## src/asl_map.vh

```
`ifndef ASL_MAP_VH
`define ASL_MAP_VH

// service response codes
`define ASL_RSP_GOOD 3'h0
`define ASL_RSP_INVALID_CONN 3'h1
`define ASL_RSP_RECV_PENDING 3'h2
`define ASL_RSP_OUT_OF_RES 3'h3
`define ASL_RSP_NO_PHYS 3'h4
`define ASL_RSP_REFUSED 3'h5
`define ASL_RSP_INVALID_REMOTE 3'h6

// disconnected reason codes
`define ASL_WHY_REQUESTED 2'h0
`define ASL_WHY_SENSE 2'h1

// reset handling mode on the tape_drive_side
`define ASL_RST_LOGOUT 1'h0
`define ASL_RST_HARD 1'h1

// reset line hold toward the drive, in ns, and as a cycle count at 20 MHz
`define ASL_CLK_NS 50
`define ASL_RST_HOLD_NS 1000
`define ASL_RST_HOLD_CYC ((`ASL_RST_HOLD_NS + `ASL_CLK_NS - 1) / `ASL_CLK_NS)

// fixed connection identifier, the single serial connection
`define ASL_CONN_ID 4'h1

`endif

```

## src/asl_serial_port.v

```verilog
// Contract
// [RULE1] connect or listen connects at once, silently
// [RULE2] connected indication follows every connect or listen; code raises it only for one taken while idle on the local port
// [RULE3] only one connection held at a time
// [RULE4] connect uses local port, ignores other arguments
// [RULE5] listen records requester id and local port
// [RULE6] connected carries upper port id only
// [RULE7] send length counts encoded characters with escapes
// [RULE8] received returns same buffer, count within maximum
// [RULE9] accepted send characters still go after disconnect
// [RULE10] link characters after disconnect may be dropped
// [RULE11] keep serving receives until received data drained
// [RULE12] disconnected once all received characters delivered
// [RULE13] disconnected reason: requested or sense deasserted
// [RULE14] automation side issues reset naming both ports
// [RULE15] reset received handled as logout or hard reset
// [RULE16] reset received names upper and local port
// [RULE17] requester retries after refused or resource errors
// [RULE18] requester reconnects or waits per error response
// [RULE19] automation reset asserts reset line toward drive
// [RULE20] sense falling may raise disconnected indication
// [RULE21] second receive before received gets pending response
// [RULE22] one-cycle request strobes, response codes, indication strobes
`include "asl_map.vh"
`timescale 1ns/1ps
`default_nettype none

module asl_serial_port #(
   parameter PORT_W = 4,
   parameter BUF_W = 8,
   parameter LEN_W = 8,
   parameter CHAR_W = 8,
   parameter FIFO_DEPTH = 32,
   parameter FIFO_AW = 5,
   parameter LOCAL_PORT_ID = 4'h0,
   parameter IS_AUTOMATION = 1'b0
) (
   input wire mclk_in,
   input wire resetn_in,
   // upper port requests
   input wire connect_req_in,
   input wire listen_req_in,
   input wire [PORT_W-1:0] req_adt_port_in,
   input wire [PORT_W-1:0] req_local_port_in,
   input wire [PORT_W-1:0] req_remote_port_in,
   input wire send_req_in,
   input wire [LEN_W-1:0] send_len_in,
   input wire [CHAR_W-1:0] send_char_in,
   input wire send_char_valid_in,
   output reg send_char_ready_out,
   input wire recv_req_in,
   input wire [BUF_W-1:0] recv_buf_in,
   input wire [LEN_W-1:0] recv_max_in,
   input wire disconnect_req_in,
   input wire [3:0] req_conn_in,
   input wire reset_req_in,
   input wire reset_mode_in,
   // responses
   output reg rsp_valid_out,
   output reg [2:0] rsp_code_out,
   // indications
   output reg connected_out,
   output reg [PORT_W-1:0] ind_adt_port_out,
   output reg [PORT_W-1:0] ind_local_port_out,
   output reg [3:0] ind_conn_out,
   output reg received_out,
   output reg [BUF_W-1:0] recvd_buf_out,
   output reg [LEN_W-1:0] recvd_count_out,
   output reg recvd_char_valid_out,
   output reg [CHAR_W-1:0] recvd_char_out,
   output reg disconnected_out,
   output reg [1:0] disc_reason_out,
   output reg reset_received_out,
   output reg reset_hard_out,
   // physical side
   output reg [CHAR_W-1:0] tx_char_out,
   output reg tx_valid_out,
   input wire tx_ready_in,
   input wire [CHAR_W-1:0] rx_char_in,
   input wire rx_valid_in,
   input wire sense_in,
   input wire reset_line_in,
   output reg reset_line_out
);

////////////////////////////////////////////////////////////////////////////////

   localparam ST_IDLE = 2'h0;
   localparam ST_OPEN = 2'h1;
   localparam ST_DRAIN = 2'h2;
   localparam [31:0] HOLD_FULL = `ASL_RST_HOLD_CYC;
   localparam [7:0] HOLD_CYC = HOLD_FULL[7:0];

   reg [1:0] state_reg;
   reg [LEN_W-1:0] send_left_reg;
   reg recv_busy_reg;
   reg [BUF_W-1:0] recv_buf_reg;
   reg [LEN_W-1:0] recv_max_reg;
   reg [LEN_W-1:0] recv_cnt_reg;
   reg [1:0] why_reg;
   reg sense_q_reg;
   reg rstl_q_reg;
   reg [7:0] hold_reg;

   wire [CHAR_W-1:0] txf_data;
   wire txf_valid;
   wire txf_wready;
   wire [FIFO_AW:0] txf_count;
   wire [CHAR_W-1:0] rxf_data;
   wire rxf_valid;
   wire rxf_wready;
   wire [FIFO_AW:0] rxf_count;
   wire rx_pop;
   wire tx_pop;
   wire rx_accept;
   wire sense_fall;
   wire local_hit;
   wire conn_ok;

   function [LEN_W:0] widen;
      input [LEN_W-1:0] v;
      widen = {1'b0, v};
   endfunction

   assign local_hit = (req_local_port_in == LOCAL_PORT_ID[PORT_W-1:0]);
   assign conn_ok = (state_reg == ST_OPEN) && (req_conn_in == `ASL_CONN_ID);
   assign sense_fall = sense_q_reg & ~sense_in;
   // link characters are kept only while open; after disconnect they drop
   assign rx_accept = rx_valid_in && (state_reg == ST_OPEN); // [RULE10]
   // drain received characters one per cycle into the open receive buffer
   assign rx_pop = recv_busy_reg && rxf_valid && (recv_cnt_reg != recv_max_reg); // [RULE8]
   assign tx_pop = txf_valid && (!tx_valid_out || tx_ready_in);

////////////////////////////////////////////////////////////////////////////////

   asl_fifo #(
      .WIDTH(CHAR_W),
      .DEPTH(FIFO_DEPTH),
      .AW(FIFO_AW)
   ) u_txf (
      .mclk_in(mclk_in),
      .resetn_in(resetn_in),
      .clear_in(reset_line_in & ~IS_AUTOMATION),
      .wr_data_in(send_char_in),
      .wr_valid_in(send_char_valid_in && send_char_ready_out),
      .wr_ready_out(txf_wready),
      .rd_data_out(txf_data),
      .rd_valid_out(txf_valid),
      .rd_ready_in(tx_pop),
      .count_out(txf_count)
   );

   asl_fifo #(
      .WIDTH(CHAR_W),
      .DEPTH(FIFO_DEPTH),
      .AW(FIFO_AW)
   ) u_rxf (
      .mclk_in(mclk_in),
      .resetn_in(resetn_in),
      .clear_in(state_reg == ST_IDLE),
      .wr_data_in(rx_char_in),
      .wr_valid_in(rx_accept),
      .wr_ready_out(rxf_wready),
      .rd_data_out(rxf_data),
      .rd_valid_out(rxf_valid),
      .rd_ready_in(rx_pop),
      .count_out(rxf_count)
   );

////////////////////////////////////////////////////////////////////////////////
// transmit side keeps running regardless of connection state, so accepted
// characters still leave after a disconnect

   always @(posedge mclk_in) begin
      if (!resetn_in) begin
         tx_valid_out <= 1'b0;
         tx_char_out <= {CHAR_W{1'b0}};
      end else if (tx_pop) begin
         tx_valid_out <= 1'b1; // [RULE9]
         tx_char_out <= txf_data;
      end else if (tx_ready_in) begin
         tx_valid_out <= 1'b0;
      end
   end

////////////////////////////////////////////////////////////////////////////////

   always @(posedge mclk_in) begin
      if (!resetn_in) begin
         state_reg <= ST_IDLE;
         send_left_reg <= {LEN_W{1'b0}};
         send_char_ready_out <= 1'b0;
         recv_busy_reg <= 1'b0;
         recv_buf_reg <= {BUF_W{1'b0}};
         recv_max_reg <= {LEN_W{1'b0}};
         recv_cnt_reg <= {LEN_W{1'b0}};
         why_reg <= `ASL_WHY_REQUESTED;
         sense_q_reg <= 1'b0;
         rstl_q_reg <= 1'b0;
         hold_reg <= 8'h00;
         rsp_valid_out <= 1'b0;
         rsp_code_out <= `ASL_RSP_GOOD;
         connected_out <= 1'b0;
         ind_adt_port_out <= {PORT_W{1'b0}};
         ind_local_port_out <= {PORT_W{1'b0}};
         ind_conn_out <= 4'h0;
         received_out <= 1'b0;
         recvd_buf_out <= {BUF_W{1'b0}};
         recvd_count_out <= {LEN_W{1'b0}};
         recvd_char_valid_out <= 1'b0;
         recvd_char_out <= {CHAR_W{1'b0}};
         disconnected_out <= 1'b0;
         disc_reason_out <= `ASL_WHY_REQUESTED;
         reset_received_out <= 1'b0;
         reset_hard_out <= 1'b0;
         reset_line_out <= 1'b0;
      end else begin
         // indications and responses are one-cycle strobes by default
         rsp_valid_out <= 1'b0; // [RULE22]
         connected_out <= 1'b0;
         received_out <= 1'b0;
         disconnected_out <= 1'b0;
         reset_received_out <= 1'b0;
         recvd_char_valid_out <= 1'b0;
         sense_q_reg <= sense_in;
         rstl_q_reg <= reset_line_in;

         // send payload: the stated length is already encoded, escapes included
         if (send_char_ready_out && send_char_valid_in) begin
            send_left_reg <= send_left_reg - 1'b1; // [RULE7]
            if (send_left_reg == {{(LEN_W-1){1'b0}}, 1'b1}) begin
               send_char_ready_out <= 1'b0;
            end
         end

         if (rx_pop) begin
            recvd_char_valid_out <= 1'b1;
            recvd_char_out <= rxf_data;
            recv_cnt_reg <= recv_cnt_reg + 1'b1;
         end

         // close the pending receive once it holds a character and the buffer is full or no data is left buffered
         if (recv_busy_reg && recv_cnt_reg != {LEN_W{1'b0}} && !rx_pop) begin
            received_out <= 1'b1;
            recvd_buf_out <= recv_buf_reg; // [RULE8]
            recvd_count_out <= recv_cnt_reg;
            ind_conn_out <= `ASL_CONN_ID;
            recv_busy_reg <= 1'b0;
         end

         case (state_reg)
            ST_IDLE: begin
               if ((connect_req_in || listen_req_in) && local_hit) begin
                  // established at once; nothing goes out on the link
                  state_reg <= ST_OPEN; // [RULE1]
                  connected_out <= 1'b1; // [RULE2]
                  // connect ignores requester and remote port, listen keeps requester
                  ind_adt_port_out <= listen_req_in ? req_adt_port_in : {PORT_W{1'b0}}; // [RULE4] [RULE5]
                  ind_local_port_out <= req_local_port_in;
                  ind_conn_out <= 4'h0; // [RULE6]
                  rsp_valid_out <= 1'b1;
                  rsp_code_out <= sense_in ? `ASL_RSP_GOOD : `ASL_RSP_NO_PHYS;
               end
            end
            ST_OPEN: begin
               if (sense_fall) begin
                  state_reg <= ST_DRAIN; // [RULE20]
                  why_reg <= `ASL_WHY_SENSE; // [RULE13]
               end else if (disconnect_req_in) begin
                  rsp_valid_out <= 1'b1;
                  if (req_conn_in == `ASL_CONN_ID) begin
                     state_reg <= ST_DRAIN;
                     why_reg <= `ASL_WHY_REQUESTED; // [RULE13]
                     rsp_code_out <= `ASL_RSP_GOOD;
                  end else begin
                     rsp_code_out <= `ASL_RSP_INVALID_CONN;
                  end
               end
            end
            ST_DRAIN: begin
               // disconnected only after every received character went upward
               if (!rxf_valid && !recv_busy_reg && !rx_pop) begin
                  state_reg <= ST_IDLE; // [RULE12]
                  disconnected_out <= 1'b1;
                  disc_reason_out <= why_reg;
                  ind_conn_out <= `ASL_CONN_ID;
               end
            end
            default: state_reg <= ST_IDLE;
         endcase

         // a second connect while one is held is refused
         if ((connect_req_in || listen_req_in) && (state_reg != ST_IDLE || !local_hit)) begin
            rsp_valid_out <= 1'b1; // [RULE3]
            rsp_code_out <= local_hit ? `ASL_RSP_REFUSED : `ASL_RSP_INVALID_REMOTE;
         end

         if (send_req_in) begin
            rsp_valid_out <= 1'b1;
            if (!conn_ok) begin
               rsp_code_out <= `ASL_RSP_INVALID_CONN;
            end else if (send_char_ready_out ||
                         widen(send_len_in) + txf_count > FIFO_DEPTH) begin
               rsp_code_out <= `ASL_RSP_OUT_OF_RES;
            end else begin
               rsp_code_out <= `ASL_RSP_GOOD;
               send_left_reg <= send_len_in;
               send_char_ready_out <= (send_len_in != {LEN_W{1'b0}});
            end
         end

         if (recv_req_in) begin
            rsp_valid_out <= 1'b1;
            // receives stay legal while draining after a disconnect
            if (state_reg == ST_IDLE || req_conn_in != `ASL_CONN_ID) begin
               rsp_code_out <= `ASL_RSP_INVALID_CONN;
            end else if (recv_busy_reg || recv_max_in == {LEN_W{1'b0}}) begin
               rsp_code_out <= `ASL_RSP_RECV_PENDING; // [RULE21]
            end else begin
               rsp_code_out <= `ASL_RSP_GOOD; // [RULE11]
               recv_busy_reg <= 1'b1;
               recv_buf_reg <= recv_buf_in;
               recv_max_reg <= recv_max_in;
               recv_cnt_reg <= {LEN_W{1'b0}};
            end
         end

         // automation end: assert the reset line toward the drive for a hold time
         if (IS_AUTOMATION && reset_req_in && local_hit) begin
            hold_reg <= HOLD_CYC; // [RULE19]
            reset_line_out <= 1'b1;
            state_reg <= ST_IDLE;
            send_char_ready_out <= 1'b0;
            recv_busy_reg <= 1'b0;
         end else if (hold_reg != 8'h00) begin
            hold_reg <= hold_reg - 1'b1;
            reset_line_out <= (hold_reg != 8'h01);
         end

         // drive end: rising reset line drops the connection
         if (!IS_AUTOMATION && reset_line_in && !rstl_q_reg) begin
            reset_received_out <= 1'b1;
            reset_hard_out <= reset_mode_in; // [RULE15]
            ind_adt_port_out <= req_adt_port_in; // [RULE16]
            ind_local_port_out <= LOCAL_PORT_ID[PORT_W-1:0];
            state_reg <= ST_IDLE;
            send_char_ready_out <= 1'b0;
            recv_busy_reg <= 1'b0;
         end
      end
   end

endmodule

`default_nettype wire

```

## src/asl_fifo.v

```verilog
`timescale 1ns/1ps
`default_nettype none

module asl_fifo #(
   parameter WIDTH = 8,
   parameter DEPTH = 32,
   parameter AW = 5
) (
   input wire mclk_in,
   input wire resetn_in,
   input wire clear_in,
   input wire [WIDTH-1:0] wr_data_in,
   input wire wr_valid_in,
   output wire wr_ready_out,
   output wire [WIDTH-1:0] rd_data_out,
   output wire rd_valid_out,
   input wire rd_ready_in,
   output wire [AW:0] count_out
);
   reg [WIDTH-1:0] mem [0:DEPTH-1];
   reg [AW-1:0] wp_reg;
   reg [AW-1:0] rp_reg;
   reg [AW:0] cnt_reg;
   wire do_wr;
   wire do_rd;

   assign wr_ready_out = (cnt_reg != DEPTH[AW:0]);
   assign rd_valid_out = (cnt_reg != {(AW+1){1'b0}});
   assign rd_data_out = mem[rp_reg];
   assign count_out = cnt_reg;
   assign do_wr = wr_valid_in & wr_ready_out;
   assign do_rd = rd_ready_in & rd_valid_out;

   always @(posedge mclk_in) begin
      if (do_wr) begin
         mem[wp_reg] <= wr_data_in;
      end
   end

   always @(posedge mclk_in) begin
      if (!resetn_in || clear_in) begin
         wp_reg <= {AW{1'b0}};
         rp_reg <= {AW{1'b0}};
         cnt_reg <= {(AW+1){1'b0}};
      end else begin
         if (do_wr) begin
            wp_reg <= (wp_reg == DEPTH[AW-1:0] - 1'b1) ? {AW{1'b0}} : wp_reg + 1'b1;
         end
         if (do_rd) begin
            rp_reg <= (rp_reg == DEPTH[AW-1:0] - 1'b1) ? {AW{1'b0}} : rp_reg + 1'b1;
         end
         case ({do_wr, do_rd})
            2'b10: cnt_reg <= cnt_reg + 1'b1;
            2'b01: cnt_reg <= cnt_reg - 1'b1;
            default: cnt_reg <= cnt_reg;
         endcase
      end
   end
endmodule

`default_nettype wire

```

## config.mk

```make
export PLATFORM = sky130hd
export DESIGN_NAME = asl_serial_port
export DESIGN_NICKNAME = d
export VERILOG_FILES = /design/src/asl_serial_port.v /design/src/asl_fifo.v
export VERILOG_INCLUDE_DIRS = /design/src
export SDC_FILE = /design/constraint.sdc
export NUM_CORES = 1
export LEC_CHECK = 0
export BUFFER_PORTS_ARGS = -buffer_cell sky130_fd_sc_hd__buf_2
export CAP_MARGIN = 20
export CORE_UTILIZATION = 35
export DETAILED_ROUTE_END_ITERATION = 10
export PLACE_DENSITY_LB_ADDON = 0.08
export SLEW_MARGIN = 10
export SYNTH_ARGS = -nofsm -noshare
export SYNTH_HDL_FRONTEND = slang
export SYNTH_HIERARCHICAL = 1
export SYNTH_SLANG_ARGS = --single-unit
```

## constraint.sdc

```tcl
create_clock -name mclk_in -period 4.55 [get_ports mclk_in]
set_clock_uncertainty 0.05 [all_clocks]
set_input_delay 0.2275 -clock mclk_in [delete_from_list [all_inputs] [get_ports mclk_in]]
set_output_delay 0.2275 -clock mclk_in [all_outputs]
set_load 0.01 [all_outputs]
```

==> impl_metrics.csv <==
group,metric,value,unit
sta,setup_ws,0.533,ns
cells_and_area,final_nets,2033,
power,intPower,10.1,mW
global_routing,grt_pass1_vias,15200,
critical_path,critPathRequiredTime,5.04,ns
clock_tree,htreeDepth,3,
power,seqPwrFrac,51.0,%
sta,finalHoldViolations,0,
run,cap_violations,0,
floorplan,die-area,78100,µm²
floorplan,die_w,280,µm
synth,synthCells,1779,
power,swShare,21.2,%
floorplan,die_h,280,µm
route,ant_nets,0,
route,route.vias.total,15300,
floorplan,num_rows,101,
floorplan,initial_core_util,35.4,%
cells_and_area,layout-drive-gt1-share,14.8,%
power,p_comb_share,2.9,%
global_routing,grt_max_degree,70,
sta,finalSetupViolations,0,
route,drt_wl_total,63500,µm
global_routing,track_usage,16.2,%
placed_design,gp_congestion,0.765,
global_routing,grt_overflow,0,
clock_tree,root_buffer,"clkbuf_16",
sta,slew_headroom,31.7,%
placed_design,hpwlAfterDp,39800,µm
run_status,outcome,"complete, no violations",
floorplan,ios,129,
clock_tree,cts_buffer_depth,3,
critical_path,startpoint_type,"flip-flop",
route,drt-wirelength-per-cell,21.0,µm
power,switchingPower,2.73,mW
clock_tree,cts_sinks,658,
cells_and_area,reg.largest.list,"u_rxf/mem (256), u_txf/mem (256)",
power,power_density,412,nW/µm²
route,via_per_inst,5.06,
sta,finalCritPeriodShare,88.3,%
global_routing,grt_pass1_wl,95500,µm
critical_path,slowest_delay,0.60,ns
sta,tightest_slew,1.02,ns
clock_tree,insertion_delay,0.63,ns
critical_path,crit_type,"reg -> reg",
cells_and_area,diodes,0,
critical_path,cp.arrival,4.51,ns
critical_path,cp_max_fo,13,
critical_path,worst_path_max_delay_cell,"or4_4",
cells_and_area,fillerInstances,7060,
power,leakagePower,10.2,nW
sta,finalCriticalPeriod,4.02,ns
synth,ys_warn_count,6,
synth,avgSynthCellArea,15.2,µm²
route,drc,0,
sta,rsz0062_at_grt,"no",
synth,synth_nets,1882,
placed_design,placed_cells,2856,
synth,syn-cell-area,27000,µm²
cells_and_area,final_cells,3022,
worst_hold_path,hold_path_class,"in -> reg",
sta,hold-worst-slack,0.0301,ns
critical_path,crit_top_cell,"ha_1",
clock_tree,cts_buffers,74,
placed_design,io_buffers,122,
clock_tree,cts.clk_slew.worst_paths,0.06,ns
cells_and_area,area_growth,15.8,%
global_routing,antenna_found_initial,0,
route,drt_iter0_markers,947,
placed_design,post-place-ws,0.245,ns
sta,drv_slew,0,
sta,max_freq,0.249,GHz
critical_path,worst_setup_path_end_kind,"flip-flop",
floorplan,core_area,76100,µm²
power,ir_worst_vdd,0.267,mV
sta,setup_tns,0,ns
power,p_clk_share,46.1,%
route,dr.pass1.iters,6,
clock_tree,cts_tree,"done",
critical_path,crit_path_cell_trace,"or4_4 -> or3_1 -> o21ai_1 -> inv_2 -> o31ai_4 -> inv_1 -> ha_1 -> xor2_1 -> ha_1 -> a21oi_1 -> or4_1 -> a31oi_1 -> mux2i_1",
==> routing by layer <==
layer | track usage, % | routed length, µm | up-vias
met5 | 0 | 0 | -
met4 | 4.06 | 1180 | 0
met3 | 2.92 | 2420 | 83
met2 | 25.9 | 29800 | 264
met1 | 22.8 | 30000 | 7764
li1 | - | - | 7192
==> power groups by stage <==
| stage | sequential, mW | combinational (mW) | clock (mW) |
|---|---|---|---|
| 2_1_floorplan | 6.67 | 0.188 | 0 |
| 3_3_place_gp | 6.67 | 0.348 | 0 |
| 3_5_place_dp | 6.67 | 0.365 | 0 |
| 4_1_cts | 6.55 | 0.388 | 6.12 |
| 5_1_grt | 6.55 | 0.424 | 6.35 |
| 6_report | 6.55 | 0.377 | 5.92 |
==> final timing paths <==
path	start	end	slack, ns	cells past startpoint
max	u_txf/count_out[1]$_SDFFE_PP0P_	u_txf/count_out[4]$_SDFFE_PP0P_	0.53	13
min reg2reg	rstl_q_reg$_SDFF_PN0_	reset_received_out$_SDFF_PN0_	0.38	1
min	send_len_in[4]	send_left_reg[4]$_SDFF_PN0_	0.03	3
max reg2reg	u_txf/count_out[1]$_SDFFE_PP0P_	u_txf/count_out[4]$_SDFFE_PP0P_	0.53	13
==> cells in the final DEF (no fill, tap or decap), types with 13 or more instances in the layout <==
cell and count:
or3_1 13, dlygate4sd3_1 28, dfxtp_1 142, mux2i_1 165, inv_1 28, buf_4 14
mux4_1 48, a221oi_1 15, xor2_1 25, ha_1 32, buf_2 122, clkinv_1 14
nand2b_1 13, nor4_1 16, nand3_1 71, nor2_1 152, o21ai_0 17, clkbuf_16 76
a21oi_1 59, a22oi_1 69, mux4_2 16, nand2_1 104, a22o_1 17, and3_1 16
clkbuf_1 17, edfxtp_1 512
==> final cells by class <==
class	count	area [µm²]	area share (%)
Sequential cell	658	18300	58.7
Multi-Input combinational cell	999	8040	25.8
Clock buffer	98	2030	6.52
Tap cell	1030	1290	4.13
Timing Repair Buffer	165	1020	3.26
Clock inverter	40	398	1.28
Inverter	32	124	0.397
==> what timing repair did <==
| item | in CTS | in global routing |
|---|---|---|
| setup buffers | 0 | 0 |
| hold endpoints to repair | 34 | 0 |
| setup endpoints to repair | 0 | 2 |
| resized for setup | 0 | 1 |
| hold buffers | 28 | 0 |
==> per-stage QoR <==
step | util, % | total power [mW] | cell area [µm²]
final | 41.0 | 12.8 | 31200
after CTS | 41.0 | 13.1 | 31200
after global routing | 41.0 | 13.3 | 31200
after floorplan | - | 6.86 | 27000
after detailed placement | 37.5 | 7.04 | 28500
after global placement | 37.5 | 7.02 | 28500
==> worst max-delay path: cells and delay by family (launching register included) <==
family                   cells  cell delay [ns]
XOR/XNOR                     1             0.19
buffers and inverters        2             0.35
adder cells (fa/ha/maj)      2             0.53
flip-flops                   1             0.42
AO/OA/AOI/OAI                4             0.85
AND/OR/NAND/NOR              3             1.37
multiplexers                 1             0.19
Power figures use the tool's default switching activity.
